$ cat src/verilog/spi_regs_pkg.sv
// Overview of operation
// - Status bits 13..8 report live receive queue entry count
// - Status bits 5..0 report live transmit queue entry count
// - Count bit 3 exists only when queue depth is at least 8
// - Count bit 4 exists only when queue depth is at least 16
// - Count bit 5 exists only when queue depth equals 32
// - Status bits 15..14 and 7..6 always read zero
// - Word sizes 9..16 use only low 16 data window bits
// - Word sizes 2..8 use only low 8 data window bits
// - Word sizes 25..32 use all of bits 31..16 plus low half
// - Word sizes 17..24 use bits 23..16 plus low half
// - Divisor register holds 13 bits, resets zero, bits 15..13 read zero
// - Enable bit 12 lets frame errors raise an event
// - Enable bit 11 lets the activity flag raise an event
// - Enable bit 8 lets transmit underrun raise an event
// - Enable bit 7 lets shifter empty raise events
// - Enable bit 6 lets receive overflow raise an event
// - Enable bit 5 lets receive empty raise events
// - Enable bit 3 lets transmit empty raise events
// - Enable bit 1 lets transmit full raise events
// - Enable bit 0 lets receive full raise events
// - Transmit side is empty exactly when its entry count is zero
// - Data window writes load transmit queue, reads return received data
// - Serial clock is bus clock over twice the sum of divisor and one
package spi_regs_pkg;

   // -----------------------------------------------------------------
   // Register map
   // -----------------------------------------------------------------
   localparam int unsigned ADDR_W = 3;
   localparam int unsigned REG_W = 16;
   localparam logic [ADDR_W-1:0] OFS_LEVEL = 3'h0;
   localparam logic [ADDR_W-1:0] OFS_DATA_LO = 3'h1;
   localparam logic [ADDR_W-1:0] OFS_DATA_HI = 3'h2;
   localparam logic [ADDR_W-1:0] OFS_BAUD = 3'h3;
   localparam logic [ADDR_W-1:0] OFS_EVENT_EN = 3'h4;
   localparam logic [REG_W-1:0] REG_RESET = 16'h0000;

   // -----------------------------------------------------------------
   // Queue geometry and fields
   // -----------------------------------------------------------------
   localparam int unsigned DATA_W = 32;
   localparam int unsigned HALF_W = 16;
   localparam int unsigned QUEUE_DEPTH = 8;
   localparam int unsigned PTR_W = $clog2(QUEUE_DEPTH);
   localparam int unsigned CNT_W = 6;
   localparam logic [CNT_W-1:0] CNT_FULL = 6'h08;
   localparam logic [CNT_W-1:0] CNT_ZERO = 6'h00;
   localparam int unsigned RX_CNT_LSB = 8;
   localparam int unsigned TX_CNT_LSB = 0;
   localparam int unsigned DEPTH_BIT3 = 8;
   localparam int unsigned DEPTH_BIT4 = 16;
   localparam int unsigned DEPTH_BIT5 = 32;
   localparam logic [CNT_W-1:0] CNT_BASE_MASK = 6'h07;
   localparam logic [CNT_W-1:0] CNT_BIT3 = 6'h08;
   localparam logic [CNT_W-1:0] CNT_BIT4 = 6'h10;
   localparam logic [CNT_W-1:0] CNT_BIT5 = 6'h20;

   // -----------------------------------------------------------------
   // Divisor and event enables
   // -----------------------------------------------------------------
   localparam int unsigned BAUD_W = 13;
   localparam int unsigned EV_FRAME_ERR = 12;
   localparam int unsigned EV_ACTIVITY = 11;
   localparam int unsigned EV_UNDERRUN = 8;
   localparam int unsigned EV_SHIFT_EMPTY = 7;
   localparam int unsigned EV_OVERFLOW = 6;
   localparam int unsigned EV_RX_EMPTY = 5;
   localparam int unsigned EV_TX_EMPTY = 3;
   localparam int unsigned EV_TX_FULL = 1;
   localparam int unsigned EV_RX_FULL = 0;
   localparam logic [REG_W-1:0] EV_IMPL_MASK = 16'h19eb;

   // -----------------------------------------------------------------
   // Word size lanes
   // -----------------------------------------------------------------
   localparam logic [4:0] WL_USE_MODE = 5'h00;
   localparam logic [4:0] WL_MAX8 = 5'h07;
   localparam logic [4:0] WL_MAX16 = 5'h0f;
   localparam logic [4:0] WL_MAX24 = 5'h17;
   localparam logic [1:0] MODE_8 = 2'b00;
   localparam logic [1:0] MODE_16 = 2'b01;
   localparam logic [DATA_W-1:0] MASK_8 = 32'h0000_00ff;
   localparam logic [DATA_W-1:0] MASK_16 = 32'h0000_ffff;
   localparam logic [DATA_W-1:0] MASK_24 = 32'h00ff_ffff;
   localparam logic [DATA_W-1:0] MASK_32 = 32'hffff_ffff;

   typedef enum logic [1:0] {
      LANE_8 = 2'b00,
      LANE_16 = 2'b01,
      LANE_24 = 2'b10,
      LANE_32 = 2'b11
   } lane_e;

   // Size code zero defers to the coarse mode pins
   function automatic lane_e lane_of(input logic [4:0] wl, input logic [1:0] mode);
      lane_e l;
      l = LANE_32;
      if (wl == WL_USE_MODE) begin
         if (mode == MODE_8) l = LANE_8;
         else if (mode == MODE_16) l = LANE_16;
         else l = LANE_32;
      end else if (wl <= WL_MAX8) l = LANE_8;
      else if (wl <= WL_MAX16) l = LANE_16;
      else if (wl <= WL_MAX24) l = LANE_24;
      return l;
   endfunction

   // Bits of the data window in use per lane
   function automatic logic [DATA_W-1:0] lane_mask(input lane_e l);
      logic [DATA_W-1:0] m;
      m = MASK_32;
      case (l)
         LANE_8: m = MASK_8;
         LANE_16: m = MASK_16;
         LANE_24: m = MASK_24;
         LANE_32: m = MASK_32;
         default: m = MASK_32;
      endcase
      return m;
   endfunction

   // Count bits that physically exist for a given depth
   function automatic logic [CNT_W-1:0] count_mask(input int unsigned depth);
      logic [CNT_W-1:0] m;
      m = CNT_BASE_MASK;
      if (depth >= DEPTH_BIT3) m = m | CNT_BIT3;
      if (depth >= DEPTH_BIT4) m = m | CNT_BIT4;
      if (depth == DEPTH_BIT5) m = m | CNT_BIT5;
      return m;
   endfunction

endpackage
$ cat src/verilog/baud_gen.sv
`timescale 1ns/1ps
// Serial clock divider from the bus clock
module baud_gen (
   input wire logic sys_clk_i, // Bus clock
   input wire logic rst_i, // Async reset, active high
   input wire logic enable_i, // Module enable
   input wire logic [spi_regs_pkg::BAUD_W-1:0] divisor_i, // Divisor value
   output logic serial_clk_o // Divided clock
);
   import spi_regs_pkg::*;

   logic [BAUD_W-1:0] half_cnt_r;

   // Half period is divisor plus one cycles, full period twice that
   always_ff @(posedge sys_clk_i or posedge rst_i) begin
      if (rst_i) begin
         half_cnt_r <= '0;
         serial_clk_o <= 1'b0;
      end else if (!enable_i) begin
         half_cnt_r <= '0;
         serial_clk_o <= 1'b0;
      end else if (half_cnt_r >= divisor_i) begin
         half_cnt_r <= '0;
         serial_clk_o <= ~serial_clk_o;
      end else begin
         half_cnt_r <= half_cnt_r + 1'b1;
      end
   end
endmodule // baud_gen

$ cat src/verilog/queue_mem.sv
`timescale 1ns/1ps
// Small two-port store for one queue, read data from a register
module queue_mem (
   input wire logic sys_clk_i, // Bus clock
   input wire logic rst_i, // Async reset, active high
   input wire logic wr_en_i, // Write strobe
   input wire logic [spi_regs_pkg::PTR_W-1:0] wr_addr_i, // Write slot
   input wire logic [spi_regs_pkg::DATA_W-1:0] wr_data_i, // Write word
   input wire logic [spi_regs_pkg::PTR_W-1:0] rd_addr_i, // Slot read next
   output logic [spi_regs_pkg::DATA_W-1:0] rd_data_o // Registered word
);
   import spi_regs_pkg::*;

   logic [DATA_W-1:0] mem_r [QUEUE_DEPTH];

   // Storage array, no reset needed
   always_ff @(posedge sys_clk_i) begin
      if (wr_en_i) begin
         mem_r[wr_addr_i] <= wr_data_i;
      end
   end

   // Bypass keeps the head word current when writing into an empty queue
   always_ff @(posedge sys_clk_i or posedge rst_i) begin
      if (rst_i) begin
         rd_data_o <= '0;
      end else if (wr_en_i && (wr_addr_i == rd_addr_i)) begin
         rd_data_o <= wr_data_i;
      end else begin
         rd_data_o <= mem_r[rd_addr_i];
      end
   end
endmodule // queue_mem

$ cat src/verilog/spi_fifo_regs.sv
// Added by the designer: the strobed register port and the register offsets.
`timescale 1ns/1ps
// Register slice: queue levels, data window, divisor and event enables
module spi_fifo_regs (
   input wire logic sys_clk_i, // Bus clock, 200 MHz
   input wire logic rst_i, // Async reset, active high
   // Register port
   input wire logic [spi_regs_pkg::ADDR_W-1:0] reg_addr_i, // Register offset
   input wire logic [spi_regs_pkg::REG_W-1:0] reg_wdata_i, // Write data
   input wire logic reg_wr_i, // Write strobe
   input wire logic reg_rd_i, // Read strobe
   output logic [spi_regs_pkg::REG_W-1:0] reg_rdata_o, // Read data, next cycle
   // Control from the rest of the unit
   input wire logic module_enable_i, // Unit enabled
   input wire logic [4:0] fine_word_size_i, // Word size code
   input wire logic [1:0] word_mode_i, // Coarse size when code is zero
   // Status flags kept elsewhere
   input wire logic frame_error_flag_i, // Frame error seen
   input wire logic activity_flag_i, // Transfer in progress
   input wire logic underrun_flag_i, // Transmit underrun
   input wire logic shifter_empty_flag_i, // Nothing left to shift
   input wire logic overflow_flag_i, // Receive overflow
   // Shifter side
   output logic [spi_regs_pkg::DATA_W-1:0] tx_data_o, // Transmit head word
   output logic tx_valid_o, // Transmit head valid
   input wire logic tx_pop_i, // Shifter took head
   input wire logic [spi_regs_pkg::DATA_W-1:0] rx_data_i, // Received word
   input wire logic rx_push_i, // Received word strobe
   output logic rx_ready_o, // Receive queue has room
   // Derived flags and outputs
   output logic tx_empty_flag_o, // Transmit queue empty
   output logic tx_full_flag_o, // Transmit queue full
   output logic rx_empty_flag_o, // Receive queue empty
   output logic rx_full_flag_o, // Receive queue full
   output logic serial_clk_o, // Divided serial clock
   output logic irq_o // Interrupt request
);
   import spi_regs_pkg::*;

   // -----------------------------------------------------------------
   // Declarations
   // -----------------------------------------------------------------
   logic [CNT_W-1:0] tx_entry_count_r;
   logic [CNT_W-1:0] tx_entry_count_nxt;
   logic [CNT_W-1:0] rx_entry_count_r;
   logic [CNT_W-1:0] rx_entry_count_nxt;
   logic [PTR_W-1:0] tx_wr_ptr_r;
   logic [PTR_W-1:0] tx_rd_ptr_r;
   logic [PTR_W-1:0] tx_rd_ptr_nxt;
   logic [PTR_W-1:0] rx_wr_ptr_r;
   logic [PTR_W-1:0] rx_rd_ptr_r;
   logic [PTR_W-1:0] rx_rd_ptr_nxt;
   logic [HALF_W-1:0] tx_high_r;
   logic [HALF_W-1:0] rx_high_r;
   logic [BAUD_W-1:0] baud_divisor_value_r;
   logic [REG_W-1:0] event_enable_r;
   logic [DATA_W-1:0] rx_head;
   logic [DATA_W-1:0] rx_head_masked;
   logic [DATA_W-1:0] tx_word;
   logic [DATA_W-1:0] cur_mask;
   logic [REG_W-1:0] level_word;
   logic [REG_W-1:0] event_vec;
   logic [CNT_W-1:0] cnt_bits;
   logic wr_data_lo;
   logic wr_data_hi;
   logic wr_baud;
   logic wr_event_en;
   logic rd_data_lo;
   logic tx_push;
   logic tx_take;
   logic rx_store;
   logic rx_take;
   logic irq_r;

   // -----------------------------------------------------------------
   // Address decode
   // -----------------------------------------------------------------

   // One strobe per register; writes to read-only offsets fall away
   assign wr_data_lo = reg_wr_i && (reg_addr_i == OFS_DATA_LO);
   assign wr_data_hi = reg_wr_i && (reg_addr_i == OFS_DATA_HI);
   assign wr_baud = reg_wr_i && (reg_addr_i == OFS_BAUD);
   assign wr_event_en = reg_wr_i && (reg_addr_i == OFS_EVENT_EN);
   assign rd_data_lo = reg_rd_i && (reg_addr_i == OFS_DATA_LO);

   // Lane selection tracks the live word size inputs
   assign cur_mask = lane_mask(lane_of(fine_word_size_i, word_mode_i));
   assign cnt_bits = count_mask(QUEUE_DEPTH);

   // -----------------------------------------------------------------
   // Transmit queue
   // -----------------------------------------------------------------

   // Low half write completes the word; a full queue drops it silently
   assign tx_push = wr_data_lo && (tx_entry_count_r != CNT_FULL);
   assign tx_take = tx_pop_i && (tx_entry_count_r != CNT_ZERO);

   // Unused lanes are stored as zero so the shifter never sees stale bits
   assign tx_word = {tx_high_r, reg_wdata_i} & cur_mask;

   // Upper half is staged until the low half write arrives
   always_ff @(posedge sys_clk_i or posedge rst_i) begin
      if (rst_i) begin
         tx_high_r <= REG_RESET;
      end else if (wr_data_hi) begin
         tx_high_r <= reg_wdata_i;
      end
   end

   // Read pointer steps when the shifter takes the head
   assign tx_rd_ptr_nxt = tx_take ? PTR_W'(tx_rd_ptr_r + 1'b1) : tx_rd_ptr_r;

   // Pointers wrap naturally because the depth is a power of two
   always_ff @(posedge sys_clk_i or posedge rst_i) begin
      if (rst_i) begin
         tx_wr_ptr_r <= '0;
         tx_rd_ptr_r <= '0;
      end else begin
         tx_rd_ptr_r <= tx_rd_ptr_nxt;
         if (tx_push) begin
            tx_wr_ptr_r <= PTR_W'(tx_wr_ptr_r + 1'b1);
         end
      end
   end

   // Push and pop in one cycle leave the count alone
   always_comb begin
      tx_entry_count_nxt = tx_entry_count_r;
      if (tx_push && !tx_take) begin
         tx_entry_count_nxt = tx_entry_count_r + 1'b1;
      end else if (tx_take && !tx_push) begin
         tx_entry_count_nxt = tx_entry_count_r - 1'b1;
      end
   end

   always_ff @(posedge sys_clk_i or posedge rst_i) begin
      if (rst_i) begin
         tx_entry_count_r <= CNT_ZERO;
      end else begin
         tx_entry_count_r <= tx_entry_count_nxt;
      end
   end

   // Head word is read one slot ahead so it stands ready each cycle
   queue_mem u_tx_mem (
      .sys_clk_i(sys_clk_i),
      .rst_i(rst_i),
      .wr_en_i(tx_push),
      .wr_addr_i(tx_wr_ptr_r),
      .wr_data_i(tx_word),
      .rd_addr_i(tx_rd_ptr_nxt),
      .rd_data_o(tx_data_o)
   );

   assign tx_valid_o = (tx_entry_count_r != CNT_ZERO);

   // -----------------------------------------------------------------
   // Receive queue
   // -----------------------------------------------------------------

   // A word arriving on a full queue is lost; overflow is flagged outside
   assign rx_store = rx_push_i && (rx_entry_count_r != CNT_FULL);
   assign rx_take = rd_data_lo && (rx_entry_count_r != CNT_ZERO);
   assign rx_ready_o = (rx_entry_count_r != CNT_FULL);

   assign rx_rd_ptr_nxt = rx_take ? PTR_W'(rx_rd_ptr_r + 1'b1) : rx_rd_ptr_r;

   always_ff @(posedge sys_clk_i or posedge rst_i) begin
      if (rst_i) begin
         rx_wr_ptr_r <= '0;
         rx_rd_ptr_r <= '0;
      end else begin
         rx_rd_ptr_r <= rx_rd_ptr_nxt;
         if (rx_store) begin
            rx_wr_ptr_r <= PTR_W'(rx_wr_ptr_r + 1'b1);
         end
      end
   end

   always_comb begin
      rx_entry_count_nxt = rx_entry_count_r;
      if (rx_store && !rx_take) begin
         rx_entry_count_nxt = rx_entry_count_r + 1'b1;
      end else if (rx_take && !rx_store) begin
         rx_entry_count_nxt = rx_entry_count_r - 1'b1;
      end
   end

   always_ff @(posedge sys_clk_i or posedge rst_i) begin
      if (rst_i) begin
         rx_entry_count_r <= CNT_ZERO;
      end else begin
         rx_entry_count_r <= rx_entry_count_nxt;
      end
   end

   queue_mem u_rx_mem (
      .sys_clk_i(sys_clk_i),
      .rst_i(rst_i),
      .wr_en_i(rx_store),
      .wr_addr_i(rx_wr_ptr_r),
      .wr_data_i(rx_data_i),
      .rd_addr_i(rx_rd_ptr_nxt),
      .rd_data_o(rx_head)
   );

   // Only the lanes of the current size reach software
   assign rx_head_masked = rx_head & cur_mask;

   // Upper half is caught when the low half pops, read later
   always_ff @(posedge sys_clk_i or posedge rst_i) begin
      if (rst_i) begin
         rx_high_r <= REG_RESET;
      end else if (rx_take) begin
         rx_high_r <= rx_head_masked[DATA_W-1:HALF_W];
      end
   end

   // -----------------------------------------------------------------
   // Queue flags
   // -----------------------------------------------------------------

   // Flags follow the next count so they line up with the count register
   always_ff @(posedge sys_clk_i or posedge rst_i) begin
      if (rst_i) begin
         tx_empty_flag_o <= 1'b1;
         tx_full_flag_o <= 1'b0;
      end else begin
         tx_empty_flag_o <= (tx_entry_count_nxt == CNT_ZERO);
         tx_full_flag_o <= (tx_entry_count_nxt == CNT_FULL);
      end
   end

   always_ff @(posedge sys_clk_i or posedge rst_i) begin
      if (rst_i) begin
         rx_empty_flag_o <= 1'b1;
         rx_full_flag_o <= 1'b0;
      end else begin
         rx_empty_flag_o <= (rx_entry_count_nxt == CNT_ZERO);
         rx_full_flag_o <= (rx_entry_count_nxt == CNT_FULL);
      end
   end

   // -----------------------------------------------------------------
   // Software registers
   // -----------------------------------------------------------------

   // Divisor; no shadow copy, so a change while enabled glitches the clock
   always_ff @(posedge sys_clk_i or posedge rst_i) begin
      if (rst_i) begin
         baud_divisor_value_r <= '0;
      end else if (wr_baud) begin
         baud_divisor_value_r <= reg_wdata_i[BAUD_W-1:0];
      end
   end

   // Only the implemented enable bits are kept
   always_ff @(posedge sys_clk_i or posedge rst_i) begin
      if (rst_i) begin
         event_enable_r <= REG_RESET;
      end else if (wr_event_en) begin
         event_enable_r <= reg_wdata_i & EV_IMPL_MASK;
      end
   end

   // -----------------------------------------------------------------
   // Read path
   // -----------------------------------------------------------------

   // Unused status bits stay zero by construction
   always_comb begin
      level_word = REG_RESET;
      level_word[RX_CNT_LSB +: CNT_W] = rx_entry_count_r & cnt_bits;
      level_word[TX_CNT_LSB +: CNT_W] = tx_entry_count_r & cnt_bits;
   end

   // Unmapped offsets read zero; data stands only the cycle after the strobe
   always_ff @(posedge sys_clk_i or posedge rst_i) begin
      if (rst_i) begin
         reg_rdata_o <= REG_RESET;
      end else if (reg_rd_i) begin
         case (reg_addr_i)
            OFS_LEVEL: reg_rdata_o <= level_word;
            OFS_DATA_LO: reg_rdata_o <= rx_head_masked[HALF_W-1:0];
            OFS_DATA_HI: reg_rdata_o <= rx_high_r;
            OFS_BAUD: reg_rdata_o <= {{(REG_W-BAUD_W){1'b0}}, baud_divisor_value_r};
            OFS_EVENT_EN: reg_rdata_o <= event_enable_r;
            default: reg_rdata_o <= REG_RESET;
         endcase
      end else begin
         reg_rdata_o <= REG_RESET;
      end
   end

   // -----------------------------------------------------------------
   // Interrupt events
   // -----------------------------------------------------------------

   // Condition vector laid out like the enable register
   always_comb begin
      event_vec = REG_RESET;
      event_vec[EV_FRAME_ERR] = frame_error_flag_i;
      event_vec[EV_ACTIVITY] = activity_flag_i;
      event_vec[EV_UNDERRUN] = underrun_flag_i;
      event_vec[EV_SHIFT_EMPTY] = shifter_empty_flag_i;
      event_vec[EV_OVERFLOW] = overflow_flag_i;
      event_vec[EV_RX_EMPTY] = rx_empty_flag_o;
      event_vec[EV_TX_EMPTY] = tx_empty_flag_o;
      event_vec[EV_TX_FULL] = tx_full_flag_o;
      event_vec[EV_RX_FULL] = rx_full_flag_o;
   end

   // Level request, registered to keep the output glitch free
   always_ff @(posedge sys_clk_i or posedge rst_i) begin
      if (rst_i) begin
         irq_r <= 1'b0;
      end else begin
         irq_r <= |(event_vec & event_enable_r);
      end
   end

   assign irq_o = irq_r;

   // -----------------------------------------------------------------
   // Serial clock
   // -----------------------------------------------------------------

   // Divider reads the live divisor; software keeps it steady while enabled
   baud_gen u_baud (
      .sys_clk_i(sys_clk_i),
      .rst_i(rst_i),
      .enable_i(module_enable_i),
      .divisor_i(baud_divisor_value_r),
      .serial_clk_o(serial_clk_o)
   );

endmodule // spi_fifo_regs

$ cat config.mk
export PLATFORM = sky130hd
export DESIGN_NAME = spi_fifo_regs
export DESIGN_NICKNAME = d
export VERILOG_FILES = /design/src/verilog/spi_regs_pkg.sv /design/src/verilog/baud_gen.sv /design/src/verilog/queue_mem.sv /design/src/verilog/spi_fifo_regs.sv
export SDC_FILE = /design/constraint.sdc
export NUM_CORES = 1
export LEC_CHECK = 0
export BUFFER_PORTS_ARGS = -buffer_cell sky130_fd_sc_hd__buf_2
export CORE_MARGIN = 2
export CORE_UTILIZATION = 55
export DETAILED_ROUTE_END_ITERATION = 10
export GPL_ROUTABILITY_DRIVEN = 0
export PLACE_DENSITY = 0.83
export SYNTH_ARGS = -nofsm -noshare
export SYNTH_HDL_FRONTEND = slang
export SYNTH_HIERARCHICAL = 1
export SYNTH_SLANG_ARGS = --single-unit
$ cat constraint.sdc
create_clock -name sys_clk_i -period 4.4 [get_ports sys_clk_i]
set_input_delay 0.88 -clock sys_clk_i [delete_from_list [all_inputs] [get_ports sys_clk_i]]
set_output_delay 0.88 -clock sys_clk_i [all_outputs]
set_load 0.1 [all_outputs]
After elaboration in Yosys (flattened, before gate mapping). Memory sizes are Yosys's and may differ from the RTL's. A register that Yosys moved wholly into a read port is not among the register bits. Cells that the tools add are included.

Register bits after elaboration: 113. Bits in latches: 0. Memory bits (writable): 512. Memory bits (read-only): 0. Bits of input ports: 70. Word-level logic and storage cells: 99. Memories kept: 2.

$add $sub $neg: 9. Multiply operators: 0. Divide/modulo/power cells: 0. $lt $le $gt $ge: 4. Equality and inequality tests: 13. Shift-type cells: 0. Multiplexer cells: 23. Bitwise logic cells: 4. Reductions and logical operators: 26.

Memories: u_rx_mem.mem_r (depth 8, width 32, rd ports 1, clocked after Yosys merged registers in 1, wr ports 1, RTL line queue_mem.sv:14) `logic [DATA_W-1:0] mem_r [QUEUE_DEPTH];`; u_tx_mem.mem_r (depth 8, width 32, rd ports 1, clocked after Yosys merged registers in 1, wr ports 1, RTL line queue_mem.sv:14).

Operator list (number): $pmux W32 S4 (1); $pmux W16 S5 (1); $and A32 B32 Y32 (2); $mux W13 (2); $mux W6 (4); $mux W16 (1); $reduce_or A16 Y1 (1); $add A13 B1 Y13 const B (1); $and A13 B13 Y13 (1); $ge A13 B13 Y1 (1); $logic_and A1 B1 Y1 (13); $add A3 B1 Y3 const B (4); $add A6 B1 Y6 const B (2); $eq A6 B4 Y1 const B (2); $logic_not A6 Y1 (2); $ne A6 B4 Y1 const B (2); $reduce_bool A6 Y1 (2); $sub A6 B1 Y6 const B (2); $mux W2 (5); $mux W1 (7); $eq A3 B2 Y1 const B (2); $mux W3 (2); $le A5 B3 Y1 const B (1); $le A5 B4 Y1 const B (1); 11 further kinds (17).

Logic depth before layout (Yosys ltp). Gate-level depths: netlist of run 1.

Depth in word-level cells: 10. Depth in mapped cells: 13. Depth with buffers taken out: 10.

Cells and area by module. The synthesis of run 1 kept the hierarchy.

By module, submodules not included: queue_mem (times used 2, cells an instance 455, area each 11056.9 um2); spi_fifo_regs (times used 1, cells an instance 425, area each 4857.2 um2); baud_gen (times used 1, cells an instance 107, area each 1012.2 um2).

Worst setup path before layout of run 1. Ideal clock, no wire load.

Path kind: input to register. Start point: in reg_addr_i[1] (netlist name). End point: mem u_tx_mem.mem_r[0][0] (enable). Library setup time: 0.461 ns. Data arrival time: 3.974 ns. Required time: 3.939 ns. Path slack: -0.035 ns. Stages on the path: 5. Path buffers: 1. Cell sequence: buf_6 nand4bb_2 a31oi_4 nand2b_1 nor3_1.

Longest elaborated chain between the ends: 5.

RTL lines: from (decl) (RTL line spi_fifo_regs.sv:8) `input wire logic [spi_regs_pkg::ADDR_W-1:0] reg_addr_i,`; $eq A3 B1 Y1 (RTL line spi_fifo_regs.sv:80) `assign wr_data_lo = reg_wr_i && (reg_addr_i == OFS_DATA_LO);`; $logic_and A1 B1 Y1 (RTL line spi_fifo_regs.sv:80); $logic_and A1 B1 Y1 (RTL line spi_fifo_regs.sv:95) `assign tx_push = wr_data_lo && (tx_entry_count_r != CNT_FULL);`; net tx_push (RTL line spi_fifo_regs.sv:69) `logic tx_push;`; $mux W1 (RTL line queue_mem.sv:18) `if (wr_en_i) begin`; $mux W1 (not written as such) (RTL line queue_mem.sv:19) `mem_r[wr_addr_i] <= wr_data_i;`; to (decl) (RTL line queue_mem.sv:14).

The timed path passes the listed nets, and every way through them passes these cells.

Final worst setup path of run 1.
Start point: reg rx_entry_count_r[0]. End point: reg u_rx_mem/rd_data_o[29] (netlist name), read port of u_rx_mem.mem_r.

Longest elaborated chain between the ends: 3.

RTL lines: from (decl) (RTL line spi_fifo_regs.sv:45) `logic [CNT_W-1:0] rx_entry_count_r;`; from (signal assigned) (RTL line spi_fifo_regs.sv:193) `rx_entry_count_r <= rx_entry_count_nxt;`; $reduce_bool A6 Y1 (RTL line spi_fifo_regs.sv:163) `assign rx_take = rd_data_lo && (rx_entry_count_r != CNT_ZERO);`; $logic_and A1 B1 Y1 (RTL line spi_fifo_regs.sv:163); $mux W3 (RTL line spi_fifo_regs.sv:166) `assign rx_rd_ptr_nxt = rx_take ? PTR_W'(rx_rd_ptr_r + 1'b1) : rx_rd_ptr_r;`; net rx_rd_ptr_nxt[1] (RTL line spi_fifo_regs.sv:52) `logic [PTR_W-1:0] rx_rd_ptr_nxt;`; to (decl) (RTL line queue_mem.sv:10) `output logic [spi_regs_pkg::DATA_W-1:0] rd_data_o`.

The timed path passes the listed nets, and every way through them passes these cells. A chain may end at the register's enable or synchronous reset.

==> results of run 1 <==
[area by class of cell]
cell class              count  share of cell area [%]
well taps                 672                   2.625
clock buffers              84                   5.925
diodes                      1                0.007812
flip-flops and latches    689                   61.83
inverters                  26                  0.3125
clock inverters            44                   1.640
multi-input cells         664                   24.44
repair buffers            164                   3.219
[synth_stat cells, types with 3 or more instances]
master    number  area [um2]
o22a_1         3       26.28
buf_6          6       67.56
buf_12         6       120.1
mux4_1        50        1314
a222oi_1       3       30.03
a22oi_1       16       120.1
and2_1        20       125.1
nand4_1        5       31.28
clkbuf_1      29       108.9
a31oi_1        3       18.77
o21ai_0       13       65.06
a21oi_1        7       35.03
a22o_1         9       78.83
ha_1          24       300.3
nor3_2         3       30.03
nor3_1         9       45.04
edfxtp_1     512       15370
nand2_1       49       183.9
buf_1         10       37.54
nand3_1       21       105.1
xnor2_1       23       201.4
inv_1         25       93.84
mux2_2       154        1734
mux4_2        79        1779
nor4b_1        3       26.28
dfrtp_1      175        4379
buf_2          7       35.03
nor2_1        50       187.7
nor3b_1        4       30.03
nor2b_1       18       112.6
mux2_4        29       435.4
nand3b_1       3       22.52
xor2_1        11       96.34
buf_4          4       30.03
nand2b_1       7       43.79
[power groups by stage]
stage | clock, W | sequential [W] | combinational, W
floorplan | 0 | 0.00979 | 0.00474
global placement | 0 | 0.00875 | 0.00713
detailed placement | 0 | 0.00879 | 0.00736
CTS | 0.00632 | 0.00869 | 0.00749
global route | 0.00655 | 0.00877 | 0.00784
finish | 0.00623 | 0.00870 | 0.00744
[routing by layer]
metal	wire length, um	track usage [%]
met5	51	0
met4	1581	7.914
met3	5097	5.876
met2	32270	41.30
met1	24340	31.50
[logic make-up (layout without fill, tap and decap cells)]
group                    Yosys count  after routing  synth area share, %
adder cells (fa/ha/maj)           24             24                1.073
AND/OR/NAND/NOR                  214            214                4.131
buffers and inverters             90            318                1.882
XOR/XNOR                          34             34                1.064
other                              0              1                    0
multiplexers                     312            312                18.81
flip-flops                       689            689                70.78
AO/OA/AOI/OAI                     79             80                2.263
[flip-flops by register name, indices dropped and copies added (netlist names), 6 cells and up]
| signal | cells |
|---|---|
| u_rx_mem/rd_data_o | 32 |
| reg_rdata_o | 16 |
| tx_entry_count_r | 6 |
| tx_high_r | 16 |
| event_enable_r | 9 |
| u_rx_mem/mem_r | 256 |
| u_tx_mem/mem_r | 256 |
| baud_divisor_value_r | 13 |
| rx_high_r | 16 |
| u_tx_mem/rd_data_o | 32 |
| u_baud/half_cnt_r | 13 |
| rx_entry_count_r | 6 |
[how the worst max path moves through the flow]
stage / from / end / slack [ns] / cells after the start
global route: rx_entry_count_r[0]$_DFF_PP0_ / u_rx_mem/rd_data_o[30]$_DFF_PP0_ / 0.11 / 11
detailed placement: rx_entry_count_r[0]$_DFF_PP0_ / u_rx_mem/rd_data_o[30]$_DFF_PP0_ / 0.007 / 11
finish: rx_entry_count_r[0]$_DFF_PP0_ / u_rx_mem/rd_data_o[29]$_DFF_PP0_ / 0.26 / 11
floorplan: rx_push_i / u_rx_mem/mem_r[4][0]$_DFFE_PP_ / 0.17 / 4
CTS: rx_entry_count_r[0]$_DFF_PP0_ / u_rx_mem/rd_data_o[27]$_DFF_PP0_ / 0.30 / 11
global placement: rx_entry_count_r[0]$_DFF_PP0_ / u_rx_mem/rd_data_o[27]$_DFF_PP0_ / 0.23 / 11
[metrics by stage]
stage	power, W	worst slack [ns]	util (%)	hold slack (ns)	cells
2_1_floorplan	0.01453	0.1662	-	0.4345	1442
3_3_place_gp	0.01588	0.2276	58.99	0.4597	2214
3_5_place_dp	0.01615	0.007280	58.99	0.4474	2214
4_1_cts	0.02250	0.2999	63.84	0.3578	2343
5_1_grt	0.02316	0.1103	63.84	0.3915	2343
6_report	0.02237	0.2610	63.85	0.3478	2344
==> flow_metrics.env, run 1 <==
export IMPL_rows=82
export IMPL_switching_power_w=0.007318
export IMPL_layout_common_cells="edfxtp_1, dfrtp_1, mux2_2"
export IMPL_cp_max_fo=13
export IMPL_path_clk_slew_ns=0.06
export IMPL_clkSinkCount=689
export IMPL_post_cts_setup_buffer_count=0
export IMPL_tns_ns=0
export IMPL_grt_max_degree=67
export IMPL_htree_levels=3
export IMPL_fin_crit_sh_pct=94.07
export IMPL_crit_family="simple AND/OR/NAND/NOR gates"
export IMPL_final_common_cell="edfxtp_1"
export IMPL_area_growth_pct=14.47
export IMPL_dieArea_um2=52700
export IMPL_timing_hold_violations_final=0
export IMPL_fin_crit_ns=4.139
export IMPL_p_per_area_nw_per_um2=698.3
export IMPL_hold_class="primary input to asynchronous set/reset pin"
export IMPL_coreArea_um2=50170
export IMPL_rrSetupSlack_ns=0.26
export IMPL_grt_antenna_before_repair=4
export IMPL_syn_avg_cell_area_um2=19.41
export IMPL_worst_path_buf_inv=3
export IMPL_grt_pass1_wl_um=95390
export IMPL_layout_drive_gt1_share_pct=35.13
export IMPL_cp_start_kind="flip-flop"
export IMPL_numCtsBuffers=70
export IMPL_drt_initial_drc_count=1495
export IMPL_worstPathCellList="inv_1 -> ha_1 -> or3b_1 -> o31ai_4 -> clkinv_1 -> nand2_1 -> nand2_2 -> buf_4 -> mux4_2 -> mux2_2 -> mux2_2"
export IMPL_crit_path_max_incr_delay_ns=0.67
export IMPL_power_frac_clock_pct=27.8
export IMPL_required_ns=4.89
export IMPL_grt_total_usage_pct=24.47
export IMPL_synth_cell_types=74
export IMPL_fmax_mhz=241.6
export IMPL_seq_area_um2=19810
export IMPL_setup_violations=0
export IMPL_first_pass_iters=7
export IMPL_cp_slowest_cell="o31ai_4"
export IMPL_clock_path_buffers=3
export IMPL_nets=1709
export IMPL_async_flop_share_pct=25.69
export IMPL_synth_edf_count=512
export IMPL_max_slew_margin_pct=31.66
export IMPL_crit_arrival_ns=4.63
export IMPL_rsz0062_at_grt="false"
export IMPL_yosysSeqAreaShare_pct=70.78
export IMPL_syn_instance_count=1442
export IMPL_initial_core_util_pct=55.78
export IMPL_dr_total_vias=14480
export IMPL_finalWirelength_um=63330
export IMPL_die_h_um=229.6
export IMPL_synth_seq_cells=689
export IMPL_critical_path_class="flip-flop to flip-flop"
export IMPL_ir_drop_v=0.0005558
export IMPL_dpl_cell_area_um2=29590
export IMPL_synthFlopType="edfxtp_1"
export IMPL_r2r_cells=11
export IMPL_cts_tree="done"
export IMPL_die_x_um=229.6
export IMPL_fin_skew_ns=0.02156
export IMPL_root_buffer="clkbuf_16"
export IMPL_grt_overflow=0
export IMPL_p_leak_nw=11.67
export IMPL_maxSlewViolCount=0
export IMPL_wl_per_cell_um=27.02
export IMPL_r2r_start="rx_entry_count_r[0]$_DFF_PP0_"
export IMPL_multi_input_area_um2=7829
export IMPL_fillers=3166
export IMPL_cts_resized=0
export IMPL_comb_power_share_pct=33.3
export IMPL_hold_buffers=0
export IMPL_io_buffer_count=125
export IMPL_place_hpwl_um=35600
export IMPL_final_cell_area_um2=32030
export IMPL_netlist_area_um2=27980
export IMPL_pwr_share_seq_pct=38.9
export IMPL_switching_share_pct=32.71
export IMPL_grt_pass1_vias=15290
export IMPL_cp_end_kind="flip-flop"
export IMPL_maxCapViolations=0
export IMPL_ys_warn_count=6
export IMPL_reg2reg_to="u_rx_mem/rd_data_o[29]$_DFF_PP0_"
export IMPL_drc_errors=0
export IMPL_timing_worst_slew_pin_value_ns=1.019
export IMPL_vias_per_cell=6.178
export IMPL_status="finished clean"
export IMPL_crit_top_cell="mux2_2"
export IMPL_internal_power_w=0.01505
export IMPL_ios=126
export IMPL_postRouteAntennaNets=0
export IMPL_syn_nets=1536
export IMPL_clk_latency_ns=0.61
(Power assumes the default switching activity.)
==> run 2, diff against run 1 <==
--- a/config.mk
+++ b/config.mk
@@ -6,8 +6,11 @@
 export NUM_CORES = 1
 export LEC_CHECK = 0
 export BUFFER_PORTS_ARGS = -buffer_cell sky130_fd_sc_hd__buf_2
+export CELL_PAD_IN_SITES_DETAIL_PLACEMENT = 1
+export CELL_PAD_IN_SITES_GLOBAL_PLACEMENT = 1
 export CORE_MARGIN = 2
-export CORE_UTILIZATION = 55
+export CORE_UTILIZATION = 48
+export CTS_CLUSTER_DIAMETER = 30
 export DETAILED_ROUTE_END_ITERATION = 10
 export GPL_ROUTABILITY_DRIVEN = 0
 export PLACE_DENSITY = 0.83
==> run 2 against run 1 <==
Net effect: clock skew decreased by 0.0014 ns; via count grew 2.9%; global-route usage grew 0.75 points; register-to-register slack better by 0.35 ns; critical endpoint is now u_rx_mem/rd_data_o[30]$_DFF_PP0_.
==> flow_metrics.env, run 2 (synthesized netlist as in run 1, its figures left out) <==
export IMPL_p_leak_nw=12.47
export IMPL_initial_core_util_pct=48.50
export IMPL_seq_area_um2=19810
export IMPL_clk_latency_ns=0.68
export IMPL_fin_crit_ns=3.793
export IMPL_grt_pass1_vias=16430
export IMPL_worst_path_buf_inv=3
export IMPL_fillers=4972
export IMPL_maxSlewViolCount=0
export IMPL_critical_path_class="flip-flop to flip-flop"
export IMPL_nets=1755
export IMPL_layout_drive_gt1_share_pct=37.96
export IMPL_tns_ns=0
export IMPL_fin_crit_sh_pct=86.20
export IMPL_layout_common_cells="edfxtp_1, dfrtp_1, mux2_2"
export IMPL_cts_tree="done"
export IMPL_drt_initial_drc_count=1186
export IMPL_maxCapViolations=0
export IMPL_hold_buffers=0
export IMPL_dieArea_um2=60250
export IMPL_cp_slowest_cell="or3b_1"
export IMPL_die_h_um=245.5
export IMPL_cts_resized=0
export IMPL_worstPathCellList="inv_1 -> ha_1 -> or3b_1 -> o31ai_4 -> buf_4 -> nand2_1 -> nand2_2 -> buf_4 -> mux4_2 -> mux2_2 -> mux2_2"
export IMPL_required_ns=4.94
export IMPL_grt_overflow=0
export IMPL_cp_end_kind="flip-flop"
export IMPL_multi_input_area_um2=7816
export IMPL_cp_max_fo=21
export IMPL_ir_drop_v=0.0005848
export IMPL_status="finished clean"
export IMPL_path_clk_slew_ns=0.06
export IMPL_grt_antenna_before_repair=6
export IMPL_drc_errors=0
export IMPL_ios=126
export IMPL_grt_total_usage_pct=25.22
export IMPL_setup_violations=0
export IMPL_area_growth_pct=20.97
export IMPL_grt_max_degree=71
export IMPL_post_cts_setup_buffer_count=0
export IMPL_dr_total_vias=14900
export IMPL_crit_arrival_ns=4.34
export IMPL_first_pass_iters=5
export IMPL_postRouteAntennaNets=0
export IMPL_numCtsBuffers=118
export IMPL_die_x_um=245.5
export IMPL_vias_per_cell=5.874
export IMPL_fin_skew_ns=0.02021
export IMPL_place_hpwl_um=42790
export IMPL_clkSinkCount=689
export IMPL_crit_path_max_incr_delay_ns=0.45
export IMPL_root_buffer="clkbuf_16"
export IMPL_max_slew_margin_pct=11.20
export IMPL_final_common_cell="edfxtp_1"
export IMPL_io_buffer_count=125
export IMPL_htree_levels=3
export IMPL_top_regs="u_rx_mem/mem_r: 256 flops, u_tx_mem/mem_r: 256 flops"
export IMPL_cp_start_kind="flip-flop"
export IMPL_timing_hold_violations_final=0
export IMPL_crit_family="simple AND/OR/NAND/NOR gates"
export IMPL_whs_ns=0.3439
export IMPL_grt_pass1_wl_um=110100
export IMPL_coreArea_um2=57700
export IMPL_hold_class="primary input to asynchronous set/reset pin"
export IMPL_fmax_mhz=263.7
export IMPL_rows=88
export IMPL_timing_worst_slew_pin_value_ns=1.331
export IMPL_finalWirelength_um=74080
export IMPL_wl_per_cell_um=29.21
export IMPL_rsz0062_at_grt="false"
export IMPL_p_per_area_nw_per_um2=758.5
export IMPL_clock_path_buffers=3
## run 2: cell count changes in the layout (fill, tap and decap cells not counted), sizes merged
cell      before  now
clkbuf        84  153
inv           28   38
clkinv        24   32
clkinvlp       8   16
diode          1    6
buf          164  163
bufinv        10   11
o31ai          4    3
## run 2: where the power goes
part / total (W) / switching, W / internal, W
Combinational: 0.00761 / 0.00432 / 0.00329
Clock: 0.00929 / 0.00330 / 0.00599
Sequential: 0.00878 / 0.000710 / 0.00807
Total: 0.0257 / 0.00832 / 0.0174
## run 2: worst paths after layout
check | startpoint | to | slack, ns | cells after the start
worst min register to register | rx_high_r[10]$_DFFE_PP0P_ | rx_high_r[10]$_DFFE_PP0P_ | 0.50 | 2
worst max-delay path | rx_entry_count_r[1]$_DFF_PP0_ | u_rx_mem/rd_data_o[30]$_DFF_PP0_ | 0.61 | 11
worst min-delay path | rst_i | u_baud/half_cnt_r[9]$_DFF_PP0_ | 0.34 | 2
max in group asynchronous | rst_i | u_rx_mem/rd_data_o[2]$_DFF_PP0_ | 2.82 | 3
worst max register to register | rx_entry_count_r[1]$_DFF_PP0_ | u_rx_mem/rd_data_o[30]$_DFF_PP0_ | 0.61 | 11
min in group sys_clk_i | rx_data_i[31] | u_rx_mem/mem_r[6][31]$_DFFE_PP_ | 0.48 | 1
## run 2: metal layers
metal | track usage [%] | up-vias | wire length, um
li1 | - | 6237 | -
met1 | 30.47 | 7900 | 27780
met2 | 45.16 | 601 | 39430
met3 | 5.468 | 152 | 4781
met4 | 7.861 | 6 | 2059
met5 | 0 | - | 27
## run 2: worst reg2reg max path: stages, from the launching register on
cell and delay, ns:
dfrtp_1 0.44, inv_1 0.14, ha_1 0.20, or3b_1 0.45, o31ai_4 0.37, buf_4 0.33, nand2_1 0.12, nand2_2 0.35
buf_4 0.35, mux4_2 0.36, mux2_2 0.29, mux2_2 0.27
## run 2: final cells by class
cell class                 count  share of cell area [%]
inverter                      26                  0.2957
timing repair buffer         163                   3.171
sequential                   689                   58.51
clock inverter                71                   2.244
tap                          765                   2.828
clock buffer                 153                   9.817
antenna                        6                 0.04435
multi-input combinational    663                   23.09
## run 2: metrics by stage
step / cells / setup WS, ns / power (W) / util [%] / area, um2
floorplan: 1442 / 0.1662 / 0.01453 / - / 27990
global placement: 2306 / 0.7296 / 0.01595 / 51.57 / 29750
detailed placement: 2306 / 0.5805 / 0.01638 / 51.57 / 29750
CTS: 2530 / 0.6023 / 0.02589 / 58.65 / 33840
global route: 2532 / 0.4459 / 0.02654 / 58.66 / 33840
finish: 2536 / 0.6072 / 0.02568 / 58.67 / 33850
